===== src/sbc_consts.svh =====
// named constants for the diagnostic encoder and spi response logic
// assumes a 16 bit frame, lsb first, mode bits sent first
`ifndef SBC_CONSTS_SVH
`define SBC_CONSTS_SVH

// frame layout
`define SBC_FRAME_BITS 16
`define SBC_CNT_W 5
`define SBC_HDR_BITS 5'h06
`define SBC_FULL_CNT 5'h10

// mode selection codes, as sent and reported
`define SBC_MS_NORMAL 3'h0
`define SBC_MS_SLEEP 3'h1
`define SBC_MS_FAILSAFE 3'h2
`define SBC_MS_RESTART 3'h3
`define SBC_MS_INIT 3'h4
`define SBC_MS_READ_ONLY 3'h7

// configuration select codes
`define SBC_SEL_WAKE 3'h0
`define SBC_SEL_CONFIG 3'h4
`define SBC_SEL_WDOG 3'h6
`define SBC_SEL_DIAG 3'h7

// configuration register fields and reset value
`define SBC_CFG_RST 9'h115
`define SBC_CFG_LH_BIT 6
`define SBC_CFG_ESC_BIT 8
`define SBC_THR_INVALID 2'h0
`define SBC_THR_RST 2'h1

// watchdog register fields and reset value
`define SBC_WD_RST 9'h1EF
`define SBC_WD_CHK_BIT 8
`define SBC_WD_SPLIT 5'h10
`define SBC_WD_LO_STEP 11'h010
`define SBC_WD_HI_STEP 11'h030
`define SBC_WD_HI_OFS 11'h1D0
`define SBC_WD_PERIOD_RST 11'h100

// diagnostic codes
`define SBC_RR_NONE 2'h0
`define SBC_LC_NONE 3'h0
`define SBC_LC_ONE_WD 3'h2
`define SBC_LC_TWO_WD 3'h3
`define SBC_HW_DEV_BIT 2

`endif


===== src/sbc_pkg.sv =====
// types shared by the diagnostic encoder and spi response logic
// writes its numeric values out itself; they must agree with sbc_consts.svh
package sbc_pkg;

    // reset threshold selector as decoded
    typedef enum logic [1:0] {
        SBC_THR_ONE = 2'h1,
        SBC_THR_TWO = 2'h2,
        SBC_THR_THREE = 2'h3
    } sbc_thr_t;

    // one spi frame, lsb transmitted first
    typedef struct packed {
        logic [9:0] data;
        logic [2:0] sel;
        logic [2:0] ms;
    } sbc_frame_t;

    // latched diagnostics as read back
    typedef struct packed {
        logic [2:0] hw_config;
        logic [2:0] limp_cause;
        logic [1:0] restart_reason;
    } sbc_diag_t;

endpackage


===== src/sbc_sync.sv =====
// two flip-flop synchroniser for one signal from outside the clock domain
// assumes the source is slow against i_clk
`timescale 1ns/1ns
module sbc_sync #(
    parameter logic RST_VAL = 1'b0
) (
    // clock and reset
    input wire logic i_clk,
    input wire logic i_srst,
    input wire logic i_ce,
    // async level in, synchronised level out
    input wire logic i_async,
    output logic o_sync
);
    logic meta_r;

    // first stage is read only by the second
    always_ff @(posedge i_clk) begin
        if (i_srst) begin
            meta_r <= RST_VAL;
            o_sync <= RST_VAL;
        end else if (i_ce) begin
            meta_r <= i_async;
            o_sync <= meta_r;
        end
    end
endmodule


===== src/sbc_wd_decode.sv =====
// watchdog period decoder, setting n to period in milliseconds
// assumes a five bit setting; purely combinational
`include "sbc_consts.svh"
`timescale 1ns/1ns
module sbc_wd_decode (
    // setting in
    input wire logic [4:0] i_setting,
    // period out in ms
    output logic [10:0] o_period_ms
);
    // two linear segments meet at n = 15 / 16
    always_comb begin
        if (i_setting < `SBC_WD_SPLIT) begin
            o_period_ms = ({6'h00, i_setting} + 11'h001) * `SBC_WD_LO_STEP;
        end else begin
            o_period_ms = {6'h00, i_setting} * `SBC_WD_HI_STEP
                          - `SBC_WD_HI_OFS;
        end
    end
endmodule


===== src/sbc_spi_diag_encoders.sv =====
// spi frame engine, setting decoders and diagnostic encoders
// assumes spi mode 0 from the host, sclk well below i_clk / 6
`include "sbc_consts.svh"
`timescale 1ns/1ns
module sbc_spi_diag_encoders (
    // clock, reset, enable
    input wire logic i_clk,
    input wire logic i_srst,
    input wire logic i_ce,
    // spi pins
    input wire logic i_spi_sclk,
    input wire logic i_chip_select_n,
    input wire logic i_spi_sdi,
    output logic o_spi_sdo,
    output logic o_spi_sdo_oe,
    // mode context from the state machine
    input wire logic [2:0] i_cur_mode,
    input wire logic i_normal_entry,
    input wire logic [2:0] i_prev_mode,
    input wire logic i_prev_fail,
    input wire logic i_leave_sleep_fs,
    // diagnostic events
    input wire logic i_rst_evt,
    input wire logic [1:0] i_rst_code,
    input wire logic i_lh_evt,
    input wire logic [2:0] i_lh_code,
    input wire logic i_wd_fail,
    // hardware configuration strap pins
    input wire logic [2:0] i_hw_config,
    // read data of registers held elsewhere
    input wire logic [9:0] i_ext_rd_data,
    // decoded settings
    output sbc_pkg::sbc_thr_t o_threshold,
    output logic [10:0] o_wd_period_ms,
    output logic o_limp_home_output,
    output logic o_sw_dev_mode,
    // diagnostics
    output logic [1:0] o_restart_reason,
    output logic [2:0] o_limp_cause,
    // command pulses and their held arguments
    output logic o_wd_trigger,
    output logic o_wd_restart_req,
    output logic o_limp_req,
    output logic o_ro_clear,
    output logic [2:0] o_ro_clear_sel,
    output logic o_write,
    output sbc_pkg::sbc_frame_t o_write_frame
);
    import sbc_pkg::*;

    typedef enum logic [2:0] {
        ST_IDLE = 3'b001,
        ST_SHIFT = 3'b010,
        ST_EXEC = 3'b100
    } sbc_state_t;

    sbc_state_t state_r;
    logic s_sclk, s_csn, s_sdi, sclk_d_r, csn_d_r;
    logic sclk_rise, sclk_fall, csn_fall, csn_rise;
    logic [2:0] s_hw;
    logic [`SBC_CNT_W-1:0] cnt_r;
    logic [`SBC_FRAME_BITS-1:0] rx_r, tx_r;
    sbc_frame_t frm, rx_nxt, hdr_frm;
    logic [8:0] cfg_r, wd_r;
    logic [2:0] resp_sel_r, prev_ms_r;
    logic first_r;
    logic [1:0] fail_cnt_r, fail_need;
    logic [10:0] period_c;
    logic parity_ok, exec_ro, exec_wr, limp_fire;
    sbc_diag_t diag;
    sbc_frame_t resp_word;

    // pins cross into i_clk before anything looks at them
    sbc_sync #(.RST_VAL(1'b0)) u_sync_sclk (.i_clk(i_clk), .i_srst(i_srst),
        .i_ce(i_ce), .i_async(i_spi_sclk), .o_sync(s_sclk));
    sbc_sync #(.RST_VAL(1'b1)) u_sync_csn (.i_clk(i_clk), .i_srst(i_srst),
        .i_ce(i_ce), .i_async(i_chip_select_n), .o_sync(s_csn));
    sbc_sync #(.RST_VAL(1'b0)) u_sync_sdi (.i_clk(i_clk), .i_srst(i_srst),
        .i_ce(i_ce), .i_async(i_spi_sdi), .o_sync(s_sdi));
    generate
        for (genvar g = 0; g < 3; g++) begin : g_hw
            sbc_sync #(.RST_VAL(1'b0)) u_sync_hw (.i_clk(i_clk),
                .i_srst(i_srst), .i_ce(i_ce), .i_async(i_hw_config[g]),
                .o_sync(s_hw[g]));
        end
    endgenerate

    sbc_wd_decode u_wd_decode (.i_setting(wd_r[4:0]),
        .o_period_ms(period_c));

    // edge finding on synchronised levels
    always_ff @(posedge i_clk) begin
        if (i_srst) begin
            sclk_d_r <= 1'b0;
            csn_d_r <= 1'b1;
        end else if (i_ce) begin
            sclk_d_r <= s_sclk;
            csn_d_r <= s_csn;
        end
    end
    assign sclk_rise = s_sclk & ~sclk_d_r & ~s_csn;
    assign sclk_fall = ~s_sclk & sclk_d_r & ~s_csn;
    assign csn_fall = ~s_csn & csn_d_r;
    assign csn_rise = s_csn & ~csn_d_r;

    // decoded frame and derived terms
    assign rx_nxt = sbc_frame_t'({s_sdi, rx_r[`SBC_FRAME_BITS-1:1]});
    // mid-frame the header sits in the top bits, not at the frame's lsb
    assign hdr_frm = sbc_frame_t'({s_sdi, rx_r[`SBC_FRAME_BITS-1:1]}
                                  >> (`SBC_FRAME_BITS - `SBC_HDR_BITS));
    assign frm = sbc_frame_t'(rx_r);
    assign parity_ok = (frm.data[`SBC_WD_CHK_BIT] == ^frm.data[7:0]);
    assign exec_ro = (state_r == ST_EXEC) && (frm.ms == `SBC_MS_READ_ONLY);
    assign exec_wr = (state_r == ST_EXEC) && (frm.ms != `SBC_MS_READ_ONLY);
    assign diag = '{hw_config: s_hw, limp_cause: o_limp_cause,
                    restart_reason: o_restart_reason};
    assign fail_need = cfg_r[`SBC_CFG_ESC_BIT] ? 2'h2 : 2'h1;
    assign limp_fire = i_wd_fail && ((fail_cnt_r + 2'h1) >= fail_need);

    // register read mux by configuration select
    function automatic logic [9:0] rd_data(input logic [2:0] sel);
        case (sel)
            `SBC_SEL_CONFIG: rd_data = {1'b0, cfg_r};
            `SBC_SEL_WDOG: rd_data = {1'b0, wd_r};
            `SBC_SEL_DIAG: rd_data = {2'h0, diag};
            default: rd_data = i_ext_rd_data;
        endcase
    endfunction

    // answer prepared for the next frame; first frame shows previous mode
    assign resp_word = '{data: rd_data(resp_sel_r), sel: resp_sel_r,
        ms: first_r ? prev_ms_r : i_cur_mode};

    // frame sequencer; a short frame is dropped at chip select release
    always_ff @(posedge i_clk) begin
        if (i_srst) begin
            state_r <= ST_IDLE;
            cnt_r <= '0;
            rx_r <= '0;
        end else if (i_ce) begin
            case (state_r)
                ST_IDLE: begin
                    if (csn_fall) begin
                        state_r <= ST_SHIFT;
                        cnt_r <= '0;
                    end
                end
                ST_SHIFT: begin
                    if (csn_rise) begin
                        state_r <= (cnt_r == `SBC_FULL_CNT) ? ST_EXEC
                                                            : ST_IDLE;
                    end else if (sclk_rise && cnt_r != `SBC_FULL_CNT) begin
                        rx_r <= rx_nxt;
                        cnt_r <= cnt_r + 5'h01;
                    end
                end
                ST_EXEC: state_r <= ST_IDLE;
                default: state_r <= ST_IDLE;
            endcase
        end
    end

    // serial out; read-only swaps the data part once the header is in
    always_ff @(posedge i_clk) begin
        if (i_srst) begin
            tx_r <= '0;
            o_spi_sdo <= 1'b0;
            o_spi_sdo_oe <= 1'b0;
        end else if (i_ce) begin
            o_spi_sdo_oe <= ~s_csn;
            if (state_r == ST_IDLE && csn_fall) begin
                o_spi_sdo <= resp_word[0];
                tx_r <= {1'b0, resp_word[`SBC_FRAME_BITS-1:1]};
            end else if (state_r == ST_SHIFT && sclk_rise &&
                         cnt_r == `SBC_HDR_BITS - 5'h01 &&
                         hdr_frm.ms == `SBC_MS_READ_ONLY) begin
                tx_r <= {6'h00, rd_data(hdr_frm.sel)};
            end else if (state_r == ST_SHIFT && sclk_fall) begin
                o_spi_sdo <= tx_r[0];
                tx_r <= {1'b0, tx_r[`SBC_FRAME_BITS-1:1]};
            end
        end
    end

    // response selection for the next frame
    always_ff @(posedge i_clk) begin
        if (i_srst) begin
            resp_sel_r <= `SBC_SEL_CONFIG;
            prev_ms_r <= `SBC_MS_INIT;
            first_r <= 1'b1;
        end else if (i_ce) begin
            if (i_normal_entry) begin
                first_r <= 1'b1;
                prev_ms_r <= i_prev_mode;
                case (i_prev_mode)
                    `SBC_MS_SLEEP: resp_sel_r <= `SBC_SEL_WAKE;
                    `SBC_MS_FAILSAFE: resp_sel_r <= `SBC_SEL_DIAG;
                    `SBC_MS_RESTART: resp_sel_r <= i_prev_fail ?
                        `SBC_SEL_DIAG : `SBC_SEL_CONFIG;
                    default: resp_sel_r <= `SBC_SEL_CONFIG;
                endcase
            end else if (state_r == ST_EXEC) begin
                first_r <= 1'b0;
                resp_sel_r <= frm.sel;
            end
        end
    end

    // configuration and watchdog registers; read-only leaves them alone
    always_ff @(posedge i_clk) begin
        if (i_srst) begin
            cfg_r <= `SBC_CFG_RST;
            wd_r <= `SBC_WD_RST;
        end else if (i_ce) begin
            if (exec_wr && frm.sel == `SBC_SEL_CONFIG) begin
                cfg_r[8:2] <= frm.data[8:2];
                if (frm.data[1:0] != `SBC_THR_INVALID) begin
                    cfg_r[1:0] <= frm.data[1:0];
                end
            end
            if (exec_wr && frm.sel == `SBC_SEL_WDOG && parity_ok) begin
                wd_r <= frm.data[8:0];
            end
        end
    end

    // decoded settings registered onto the outputs
    always_ff @(posedge i_clk) begin
        if (i_srst) begin
            o_threshold <= SBC_THR_ONE;
            o_wd_period_ms <= `SBC_WD_PERIOD_RST;
            o_sw_dev_mode <= 1'b0;
        end else if (i_ce) begin
            o_threshold <= sbc_thr_t'(cfg_r[1:0]);
            o_wd_period_ms <= period_c;
            o_sw_dev_mode <= s_hw[`SBC_HW_DEV_BIT];
        end
    end

    // command pulses of one cycle each, with the clear select and write frame held between them
    always_ff @(posedge i_clk) begin
        if (i_srst) begin
            o_wd_trigger <= 1'b0;
            o_ro_clear <= 1'b0;
            o_ro_clear_sel <= '0;
            o_write <= 1'b0;
            o_write_frame <= '0;
        end else if (i_ce) begin
            o_wd_trigger <= exec_ro || (exec_wr && frm.sel == `SBC_SEL_WDOG
                                        && parity_ok);
            o_ro_clear <= exec_ro;
            o_ro_clear_sel <= exec_ro ? frm.sel : o_ro_clear_sel;
            o_write <= exec_wr && !(frm.sel == `SBC_SEL_WDOG && !parity_ok);
            o_write_frame <= exec_wr ? frm : o_write_frame;
        end
    end

    // restart reason latch; a new event wins over any clear
    always_ff @(posedge i_clk) begin
        if (i_srst) begin
            o_restart_reason <= `SBC_RR_NONE;
        end else if (i_ce) begin
            if (i_rst_evt) begin
                o_restart_reason <= i_rst_code;
            end else if (i_leave_sleep_fs) begin
                o_restart_reason <= `SBC_RR_NONE;
            end else if (exec_ro && frm.sel == `SBC_SEL_DIAG) begin
                o_restart_reason <= `SBC_RR_NONE;
            end
        end
    end

    // failure escalation; development mode keeps the host supply running
    always_ff @(posedge i_clk) begin
        if (i_srst) begin
            fail_cnt_r <= 2'h0;
            o_limp_req <= 1'b0;
            o_wd_restart_req <= 1'b0;
        end else if (i_ce) begin
            o_limp_req <= limp_fire;
            o_wd_restart_req <= i_wd_fail && !s_hw[`SBC_HW_DEV_BIT];
            if (limp_fire || o_wd_trigger) begin
                fail_cnt_r <= 2'h0;
            end else if (i_wd_fail) begin
                fail_cnt_r <= fail_cnt_r + 2'h1;
            end
        end
    end

    // limp home output and cause; an event wins over switching off
    always_ff @(posedge i_clk) begin
        if (i_srst) begin
            o_limp_cause <= `SBC_LC_NONE;
            o_limp_home_output <= 1'b0;
        end else if (i_ce) begin
            if (limp_fire) begin
                o_limp_cause <= cfg_r[`SBC_CFG_ESC_BIT] ? `SBC_LC_TWO_WD
                                                        : `SBC_LC_ONE_WD;
                o_limp_home_output <= 1'b1;
            end else if (i_lh_evt) begin
                o_limp_cause <= i_lh_code;
                o_limp_home_output <= 1'b1;
            end else if (exec_wr && frm.sel == `SBC_SEL_CONFIG) begin
                o_limp_home_output <= frm.data[`SBC_CFG_LH_BIT];
                if (!frm.data[`SBC_CFG_LH_BIT]) begin
                    o_limp_cause <= `SBC_LC_NONE;
                end
            end
        end
    end
endmodule


===== config.mk =====
export PLATFORM = sky130hd
export DESIGN_NAME = sbc_spi_diag_encoders
export DESIGN_NICKNAME = d
export VERILOG_FILES = /design/src/sbc_pkg.sv /design/src/sbc_sync.sv /design/src/sbc_wd_decode.sv /design/src/sbc_spi_diag_encoders.sv
export VERILOG_INCLUDE_DIRS = /design/src /design/src/src
export SDC_FILE = /design/constraint.sdc
export NUM_CORES = 1
export LEC_CHECK = 0
export BUFFER_PORTS_ARGS = -buffer_cell sky130_fd_sc_hd__clkbuf_2
export CORE_MARGIN = 2
export CORE_UTILIZATION = 55
export CTS_CLUSTER_DIAMETER = 150
export DETAILED_ROUTE_END_ITERATION = 12
export PLACE_DENSITY = 0.77
export SYNTH_ARGS = -nofsm -noshare
export SYNTH_HDL_FRONTEND = slang
export SYNTH_HIERARCHICAL = 1
export SYNTH_SLANG_ARGS = --single-unit

===== constraint.sdc =====
create_clock -name i_clk -period 2.7 [get_ports i_clk]
set_input_delay 0.27 -clock i_clk [delete_from_list [all_inputs] [get_ports i_clk]]
set_output_delay 0.27 -clock i_clk [all_outputs]
set_load 0.02 [all_outputs]

* Word-level counts from Yosys, hierarchy flattened
Cells that the tools add are included.
** Operators by class
- $add $sub $neg :: 4
- Multipliers :: 1
- $lt $le $gt $ge :: 2
- Equal/unequal tests :: 28
- Mux-type cells :: 38
- Bitwise gates (word level) :: 11
- Reductions and logical operators :: 46
** Operators with widths (number)
- $pmux 10 s3 :: 2
- $mux 16 :: 3
- $eq 3x3->1 const B :: 12
- $mux 3 :: 10
- $reduce_and 2->1 :: 10
- $logic_and 1x1->1 :: 16
- $mux 5 :: 3
- $mux 2 :: 7
- $reduce_and 3->1 :: 4
- $mux 11 :: 1
- $sub 11x9->11 const B :: 1
- $ne 2x2->1 const B :: 5
- $pmux 5 s2 :: 1
- $reduce_bool 2->1 :: 5
- $eq 3x2->1 const B :: 3
- $mux 1 :: 9
- $pmux 3 s3 :: 1
- $reduce_bool 3->1 :: 3
- $reduce_xor 8->1 :: 1
- $mul 5x2->7 const B :: 1
- $add 5x1->6 const B :: 1
- $and 1x1->1 :: 6
- $eq 3x1->1 const B :: 2
- $pmux 3 s2 :: 1
- 15 further kinds :: 22
** Storage, ports and cells
- Register bits :: 127
- Bits of input ports :: 36
- Logic and storage cells :: 172

* Longest topological paths before layout
Gate-level depths: netlist of run 1.
- Depth in word-level cells :: 8
- Gate-level depth with buffers :: 9
- Mapped depth without buffers :: 8

* Modules after synthesis
The synthesis of run 1 kept the hierarchy.
** By module, submodules not included
- sbc_spi_diag_encoders :: instances 1, cells an instance 627, area each 5425.2 um^2, sequential area each 2282.2 um^2
- sbc_wd_decode :: instances 1, cells an instance 57, area each 442.9 um^2, sequential area each 0.0 um^2
- sbc_sync at g_hw[0].u_sync_hw ... :: instances 5, cells an instance 6, area each 67.6 um^2, sequential area each 40.0 um^2
- sbc_sync at u_sync_csn :: instances 1, cells an instance 6, area each 70.1 um^2, sequential area each 40.0 um^2

* Least setup slack after synthesis of run 1
No wires, ideal clock.
- Path kind :: reg-to-reg
- From :: register wd_r[0]
- To :: register o_wd_period_ms[10]
- Library setup time :: 128 ps
- Data arrival time :: 2205 ps
- Required time :: 2572 ps
- Path slack :: 367 ps
- Stages on the path, launching flop included :: 9
- Path buffers :: 0
- Clock period less this slack :: 2333 ps
- Path through :: dfxtp_1 -> ha_1 -> fa_1 -> or3b_1 -> nor4_2 -> o311ai_0 -> nor3b_2 -> mux2i_1 -> nor2_1
** On the way
- Longest elaborated chain between the ends :: 3
** Ends and longest elaborated chain
- from (decl) :: RTL line sbc_spi_diag_encoders.sv:64 : logic [8:0] cfg_r, wd_r;
- from (signal assigned) :: RTL line sbc_spi_diag_encoders.sv:213 : wd_r <= `SBC_WD_RST;
- from (signal assigned) :: RTL line sbc_spi_diag_encoders.sv:222 : wd_r <= frm.data[8:0];
- $mul 5x2->7 (no source line)
- $sub 11x9->11 (no source line)
- $mux 11 * :: RTL line sbc_wd_decode.sv:13 : if (i_setting < `SBC_WD_SPLIT) begin
- net period_c[10] :: RTL line sbc_spi_diag_encoders.sv:68 : logic [10:0] period_c;
- to (signal assigned) :: RTL line sbc_spi_diag_encoders.sv:231 : o_wd_period_ms <= `SBC_WD_PERIOD_RST;
- to (signal assigned) :: RTL line sbc_spi_diag_encoders.sv:235 : o_wd_period_ms <= period_c;
- to (decl) :: RTL line sbc_spi_diag_encoders.sv:34 : output logic [10:0] o_wd_period_ms,
Mark *: on every way through the listed nets, which the timed path passes. The rest lies on a longest branch.
A chain may end at the register's enable or synchronous reset.

* Worst setup path in the final report of run 1
- From :: register wd_r[1]
- To :: register o_wd_period_ms[10]
Same word-level chain as after synthesis.

==> flow_summary_export.csv, run 1 <==
group,metric,value,unit
cells_and_area,multi_input_area,3405,µm²
timing,grt_setup_unrepaired,"no",
run,cap_violations,0,
timing,hold_ws,50.56,ps
setup_path,rrSetupSlack,180,ps
setup_path,cp_top_family,"adder cells",
synthesis,synthCells,720,
cells_and_area,fillers,903,
place,placed_area,6731,µm²
setup_path,cp_max_fo,7,
timing,finClkSkew,6.457,ps
routing,vias,5598,
routing,drc_errors,0,
routing,post_drt_wl_per_cell,17.18,µm
floorplan,num_rows,39,
timing,setup_viol,0,
synthesis,yosysMostFrequentCell,"dfxtp_1",
setup_path,max_stage_delay,610,ps
floorplan,die_x,110.8,µm
floorplan,start_util,0.5568,
timing,min_period_over_period,0.9319,
synthesis,netlist_area,6276,µm²
setup_path,path_class,"register to register",
cells_and_area,ff_latch_area,2522,µm²
cts,cts.htree.levels,4,
setup_path,critPathBufInv,0,
place,dpl.hpwl,11150,µm
power_and_ir_drop,finalPower,4.490,mW
timing,fmax,0.3974,GHz
timing,hold_violations,0,
power_and_ir_drop,power.density,613.5,nW/µm²
synthesis,avgSynthCellArea,8.717,µm²
global_route,antenna_found_initial,0,
global_route,grt_first_pass_wirelength,26680,µm
routing,drtIter0Drc,485,
synthesis,synth_ff_type,"dfxtp_1",
setup_path,crit_required,3010,ps
routing,vias_per_cell,5.968,
global_route,gr-total-overflow,0,
floorplan,die_h,110.8,µm
timing,worstMarginPinSlew,850.0,ps
cts,post-cts-setup-buffers,0,
cts,cts_tree,"done",
synthesis,ys.warnings.count,6,
power_and_ir_drop,ir_worst_vdd,503.0,µV
synthesis,synthArstFlopShare,0,
setup_path,cp-start-kind,"register",
cells_and_area,num-nets-final,832,
synthesis,ys_types,69,
routing,postRouteAntennaNets,0,
floorplan,coreArea,11270,µm²
timing,slew_violations,0,
global_route,grt_use_total,0.2679,
cells_and_area,stdcell_area,7318,µm²
synthesis,netlist.area_leader.share,0.4019,
floorplan,die-area,12280,µm²
cells_and_area,drive_gt1_frac,0.2013,
setup_path,endpoint_kind,"register",
place,port_buffers,81,
setup_path,crit_slowest_cell,"fa_1",
worst_hold_path,hp-class,"input port to register",
timing,relSlewSlack,0.4312,
cells_and_area,diodes,0,
setup_path,crit_chain,"ha_1 > fa_1 > or3b_1 > nor4_4 > o311ai_0 > nor3b_2 > mux2i_1 > nor2_1",
synthesis,synth_edf_count,0,
timing,final.setup.tns,0,ps
outcome,status,"finished, final reports clean",
synthesis,synthTopCellsByArea,"dfxtp_1 40%, mux2i_1 9.1%, nor2_1 5.9%",
cts,cts.clk_slew.worst_paths,50,ps
routing,routed_wl,16120,µm
floorplan,num_io_pins,82,
synthesis,synth_common_cells,"126 x dfxtp_1, 98 x nor2_1, 60 x nand2_1, 57 x mux2i_1, 48 x a21oi_1",
synthesis,yosysTopAreaCell,"dfxtp_1",
global_route,grt_pass1_vias,5399,
power_and_ir_drop,p_leak,3.103,nW
synthesis,ys_ff_latch,126,
timing,fin_crit,2516,ps
routing,drt_first_pass_iters,5,
cts,worstSkewPairLatency,430,ps
cts,cts_buffers,17,
setup_path,crit_arrival,2820,ps
cells_and_area,syn_to_final_growth,16.61,%
cts,cts.sinks,126,
cts,root_buffer,"clkbuf_16",
cts,cts_buffer_depth,2,
synthesis,synth.yosys.seq_area_share,0.4019,
place,gp_congestion,0.9169,
global_route,grt_max_degree,67,
[logic make-up after synthesis]
| family | synth area share |
|---|---|
| buf+inv | 0.05881 |
| compound gates | 0.1798 |
| mux | 0.1268 |
| xor+xnor | 0.02352 |
| simple gates | 0.1814 |
| fa+ha+maj | 0.02711 |
| flops | 0.4019 |
| other cells | 0.0005975 |
[registers in the layout, summed over array words and instances (netlist names), 3 cells and up]
| name | count |
|---|---|
| g_hw.u_sync_hw/meta_r | 3 |
| tx_r | 15 |
| g_hw.u_sync_hw/o_sync | 3 |
| o_limp_cause | 3 |
| o_wd_period_ms | 11 |
| cfg_r | 9 |
| frm | 16 |
| resp_sel_r | 3 |
| o_write_frame | 16 |
| o_ro_clear_sel | 3 |
| state_r | 3 |
| prev_ms_r | 3 |
| wd_r | 9 |
| cnt_r | 5 |
[layout make-up]
cell class / instances / share of cell area
timing repair buffer: 96 / 0.07283
clock inverter: 6 / 0.01128
sequential: 126 / 0.3447
tap: 143 / 0.02445
inverter: 27 / 0.01385
multi-input combinational: 515 / 0.4652
clock buffer: 25 / 0.06770
[per-layer routing]
metal / vias up / share of wire / GRT usage
li1: 2683 / - / -
met1: 2640 / 0.45 / 0.3533
met2: 239 / 0.46 / 0.4172
met3: 36 / 0.068 / 0.06233
met4: 0 / 0.025 / 0.1250
met5: - / 0 / 0
[layout by cell type, fill, tap and decap left out, types with 4 or more instances in the layout]
| cell | Yosys | final |
|---|---|---|
| dfxtp_1 | 126 | 126 |
| nor2_1 | 98 | 98 |
| clkbuf_2 | 0 | 80 |
| nand2_1 | 60 | 60 |
| mux2i_1 | 57 | 57 |
| a21oi_1 | 48 | 48 |
| inv_1 | 25 | 25 |
| o21ai_0 | 21 | 21 |
| mux2_2 | 20 | 20 |
| nand3_1 | 19 | 19 |
| a221oi_1 | 19 | 19 |
| a211oi_1 | 17 | 17 |
| clkbuf_16 | 0 | 17 |
| o22ai_1 | 15 | 15 |
| buf_4 | 10 | 15 |
| ha_1 | 12 | 12 |
| nor2b_1 | 11 | 11 |
| xnor2_1 | 10 | 10 |
| nand2b_1 | 9 | 9 |
| nor3_1 | 8 | 8 |
| xor2_1 | 5 | 5 |
| nand3b_1 | 5 | 5 |
| nand4_1 | 5 | 5 |
| a211o_1 | 5 | 5 |
| and2_1 | 4 | 4 |
| o221a_2 | 4 | 4 |
| clkbuf_8 | 0 | 4 |
| clkbuf_1 | 21 | 4 |
| conb_1 | 1 | 4 |
[stage by stage]
step / utilization / std cells / setup slack [ps]
floorplan: - / 723 / 367.1
finish: 0.6492 / 938 / 183.8
global placement: 0.5972 / 907 / 281.3
CTS: 0.6485 / 938 / 170.4
detailed placement: 0.5972 / 907 / 168.2
global route: 0.6492 / 938 / 40.67
[power by group]
group          switching [mW]  leakage, nW  total (mW)  internal [mW]
clock network           0.800        0.283        2.24           1.44
registers              0.0436         1.02        1.95           1.90
logic                   0.182         1.80       0.300          0.118
total                    1.03         3.10        4.49           3.46
[worst paths after layout]
kind | from | to | cells after the start
hold reg to reg | u_sync_csn/meta_r | u_sync_csn/o_sync | 1
hold / removal | i_chip_select_n | u_sync_csn/meta_r | 2
setup / recovery | wd_r[1] | o_wd_period_ms[10] | 8
setup reg to reg | wd_r[1] | o_wd_period_ms[10] | 8
[repair_timing]
item / in CTS / in global routing
hold buffers: 0 / 0
setup endpoints to repair: 0 / 1
gates resized for setup: 0 / 1
Note: power is estimated with default switching activity, not from simulation.
==> run 2: changes to the inputs <==
--- a/config.mk
+++ b/config.mk
@@ -8,10 +8,10 @@
 export LEC_CHECK = 0
 export BUFFER_PORTS_ARGS = -buffer_cell sky130_fd_sc_hd__clkbuf_2
 export CORE_MARGIN = 2
-export CORE_UTILIZATION = 55
+export CORE_UTILIZATION = 58
 export CTS_CLUSTER_DIAMETER = 150
 export DETAILED_ROUTE_END_ITERATION = 12
-export PLACE_DENSITY = 0.77
+export PLACE_DENSITY = 0.8
 export SYNTH_ARGS = -nofsm -noshare
 export SYNTH_HDL_FRONTEND = slang
 export SYNTH_HIERARCHICAL = 1
==> flow_summary_export.csv, run 2 (same netlist as run 1, synthesis figures left out) <==
group,metric,value,unit
outcome,status,"finished, final reports clean",
timing,worstMarginPinSlew,959.1,ps
timing,final.setup.tns,0,ps
timing,fin_crit,2520,ps
timing,hold_violations,0,
floorplan,num_io_pins,82,
run,cap_violations,0,
floorplan,die_h,108.0,µm
routing,drtIter0Drc,464,
power_and_ir_drop,p_leak,3.145,nW
cts,worstSkewPairLatency,530,ps
cts,root_buffer,"clkbuf_8",
global_route,gr-total-overflow,0,
routing,drc_errors,0,
timing,relSlewSlack,0.3583,
cts,cts.htree.levels,4,
cts,cts.sinks,126,
setup_path,cp_max_fo,7,
setup_path,crit_arrival,2940,ps
place,port_buffers,81,
place,dpl.hpwl,11960,µm
global_route,grtUsageMet3,0.06450,
floorplan,num_rows,37,
global_route,use_met2,0.4924,
cells_and_area,final_cell_mix,"126 x dfxtp_1, 98 x nor2_1, 80 x clkbuf_2",
routing,vias_per_cell,6.120,
timing,setup_viol,0,
timing,finClkSkew,10.13,ps
cts,cts.clk_slew.worst_paths,60,ps
setup_path,cp-start-kind,"register",
global_route,antenna_found_initial,0,
global_route,use_met1,0.3935,
place,gp_congestion,0.9167,
floorplan,start_util,0.6025,
routing,post_drt_wl_per_cell,18.47,µm
setup_path,crit_required,3120,ps
routing,postRouteAntennaNets,0,
timing,fmax,0.3968,GHz
setup_path,endpoint_kind,"register",
global_route,grt_first_pass_wirelength,27950,µm
floorplan,die-area,11670,µm²
global_route,top_usage_layer,"met2",
routing,vias,5753,
timing,min_period_over_period,0.9334,
power_and_ir_drop,ir_worst_vdd,579.3,µV
worst_hold_path,hp-class,"input port to register",
global_route,grt_use_total,0.3060,
global_route,grt_pass1_vias,5562,
cells_and_area,drive_gt1_frac,0.2090,
timing,grt_setup_unrepaired,"no",
floorplan,coreArea,10420,µm²
floorplan,die_x,108.0,µm
cts,cts_tree,"done",
cells_and_area,syn_to_final_growth,18.26,%
timing,slew_violations,0,
cells_and_area,final_common_cell,"dfxtp_1",
cells_and_area,num-nets-final,840,
cts,cts_buffers,17,
setup_path,path_class,"register to register",
cts,cts_buffer_depth,2,
global_route,grt_max_degree,68,
routing,routed_wl,17360,µm
routing,drt_first_pass_iters,5,
power_and_ir_drop,finalPower,4.634,mW
cells_and_area,diodes,0,
power_and_ir_drop,power.density,624.4,nW/µm²
## run 2: cell types whose count changed in the layout (fill, tap and decap cells not counted), sizes merged, moves of 2 or more
| cell | previous run | this run |
|---|---|---|
| clkbuf | 105 | 98 |
| dlygate4sd3 | 0 | 5 |
| buf | 16 | 19 |
| clkinvlp | 1 | 4 |
| bufinv | 2 | 4 |
| clkinv | 5 | 7 |
## run 2: what timing repair did
action,4_1_cts,5_1_grt
endpoints found under the setup margin,0,1
endpoints found under the hold margin,5,0
gates resized for setup,0,2
buffers inserted,0,0
hold buffers,5,0
## run 2: critical path, stage by stage (launching register included)
cell and delay [ps]:
dfxtp_1 390, ha_1 300, fa_1 610, or3b_1 410
nor4_4 200, o311ai_0 140, nor3b_2 170, mux2i_1 140
nor2_1 50
## run 2: cell type report
cell class | instances | area, µm²
multi-input cells | 515 | 3416
fillers | 789 | 2994
flip-flops and latches | 126 | 2522
repair buffers | 104 | 593.1
clock buffers | 18 | 427.9
clock inverters | 14 | 191.4
well taps | 136 | 170.2
inverters | 27 | 101.3
## run 2: routing by layer
metal / share of wire / vias up / wire (µm)
met2: 0.47 / 267 / 8190
met4: 0.029 / 0 / 507
met1: 0.43 / 2724 / 7390
met3: 0.073 / 55 / 1273
li1: - / 2707 / -
met5: 0 / - / 0
## run 2: power by group
group	switching [mW]	total, mW	leakage [nW]	internal, mW
Clock	0.852	2.37	0.293	1.52
Sequential	0.0460	1.95	1.02	1.90
Combinational	0.189	0.313	1.83	0.124
## run 2: worst paths after layout
path / slack (ps) / cells after the start / to / from
setup / recovery: 180 / 8 / o_wd_period_ms[10] / wd_r[1]
hold / removal: 20 / 3 / prev_ms_r[0] / i_prev_mode[0]
setup reg to reg: 180 / 8 / o_wd_period_ms[10] / wd_r[1]
hold reg to reg: 460 / 1 / o_spi_sdo_oe / o_spi_sdo_oe
## run 2: stage by stage
step	cells	util	area, µm²	hold WS, ps	worst slack, ps
CTS	940	0.7106	7402	4.590	198.7
global placement	903	0.6464	6733	432.1	270.2
floorplan	723	-	6287	342.4	367.1
detailed placement	903	0.6464	6733	443.7	193.4
global route	940	0.7126	7422	24.57	18.92
finish	940	0.7126	7422	21.43	179.8
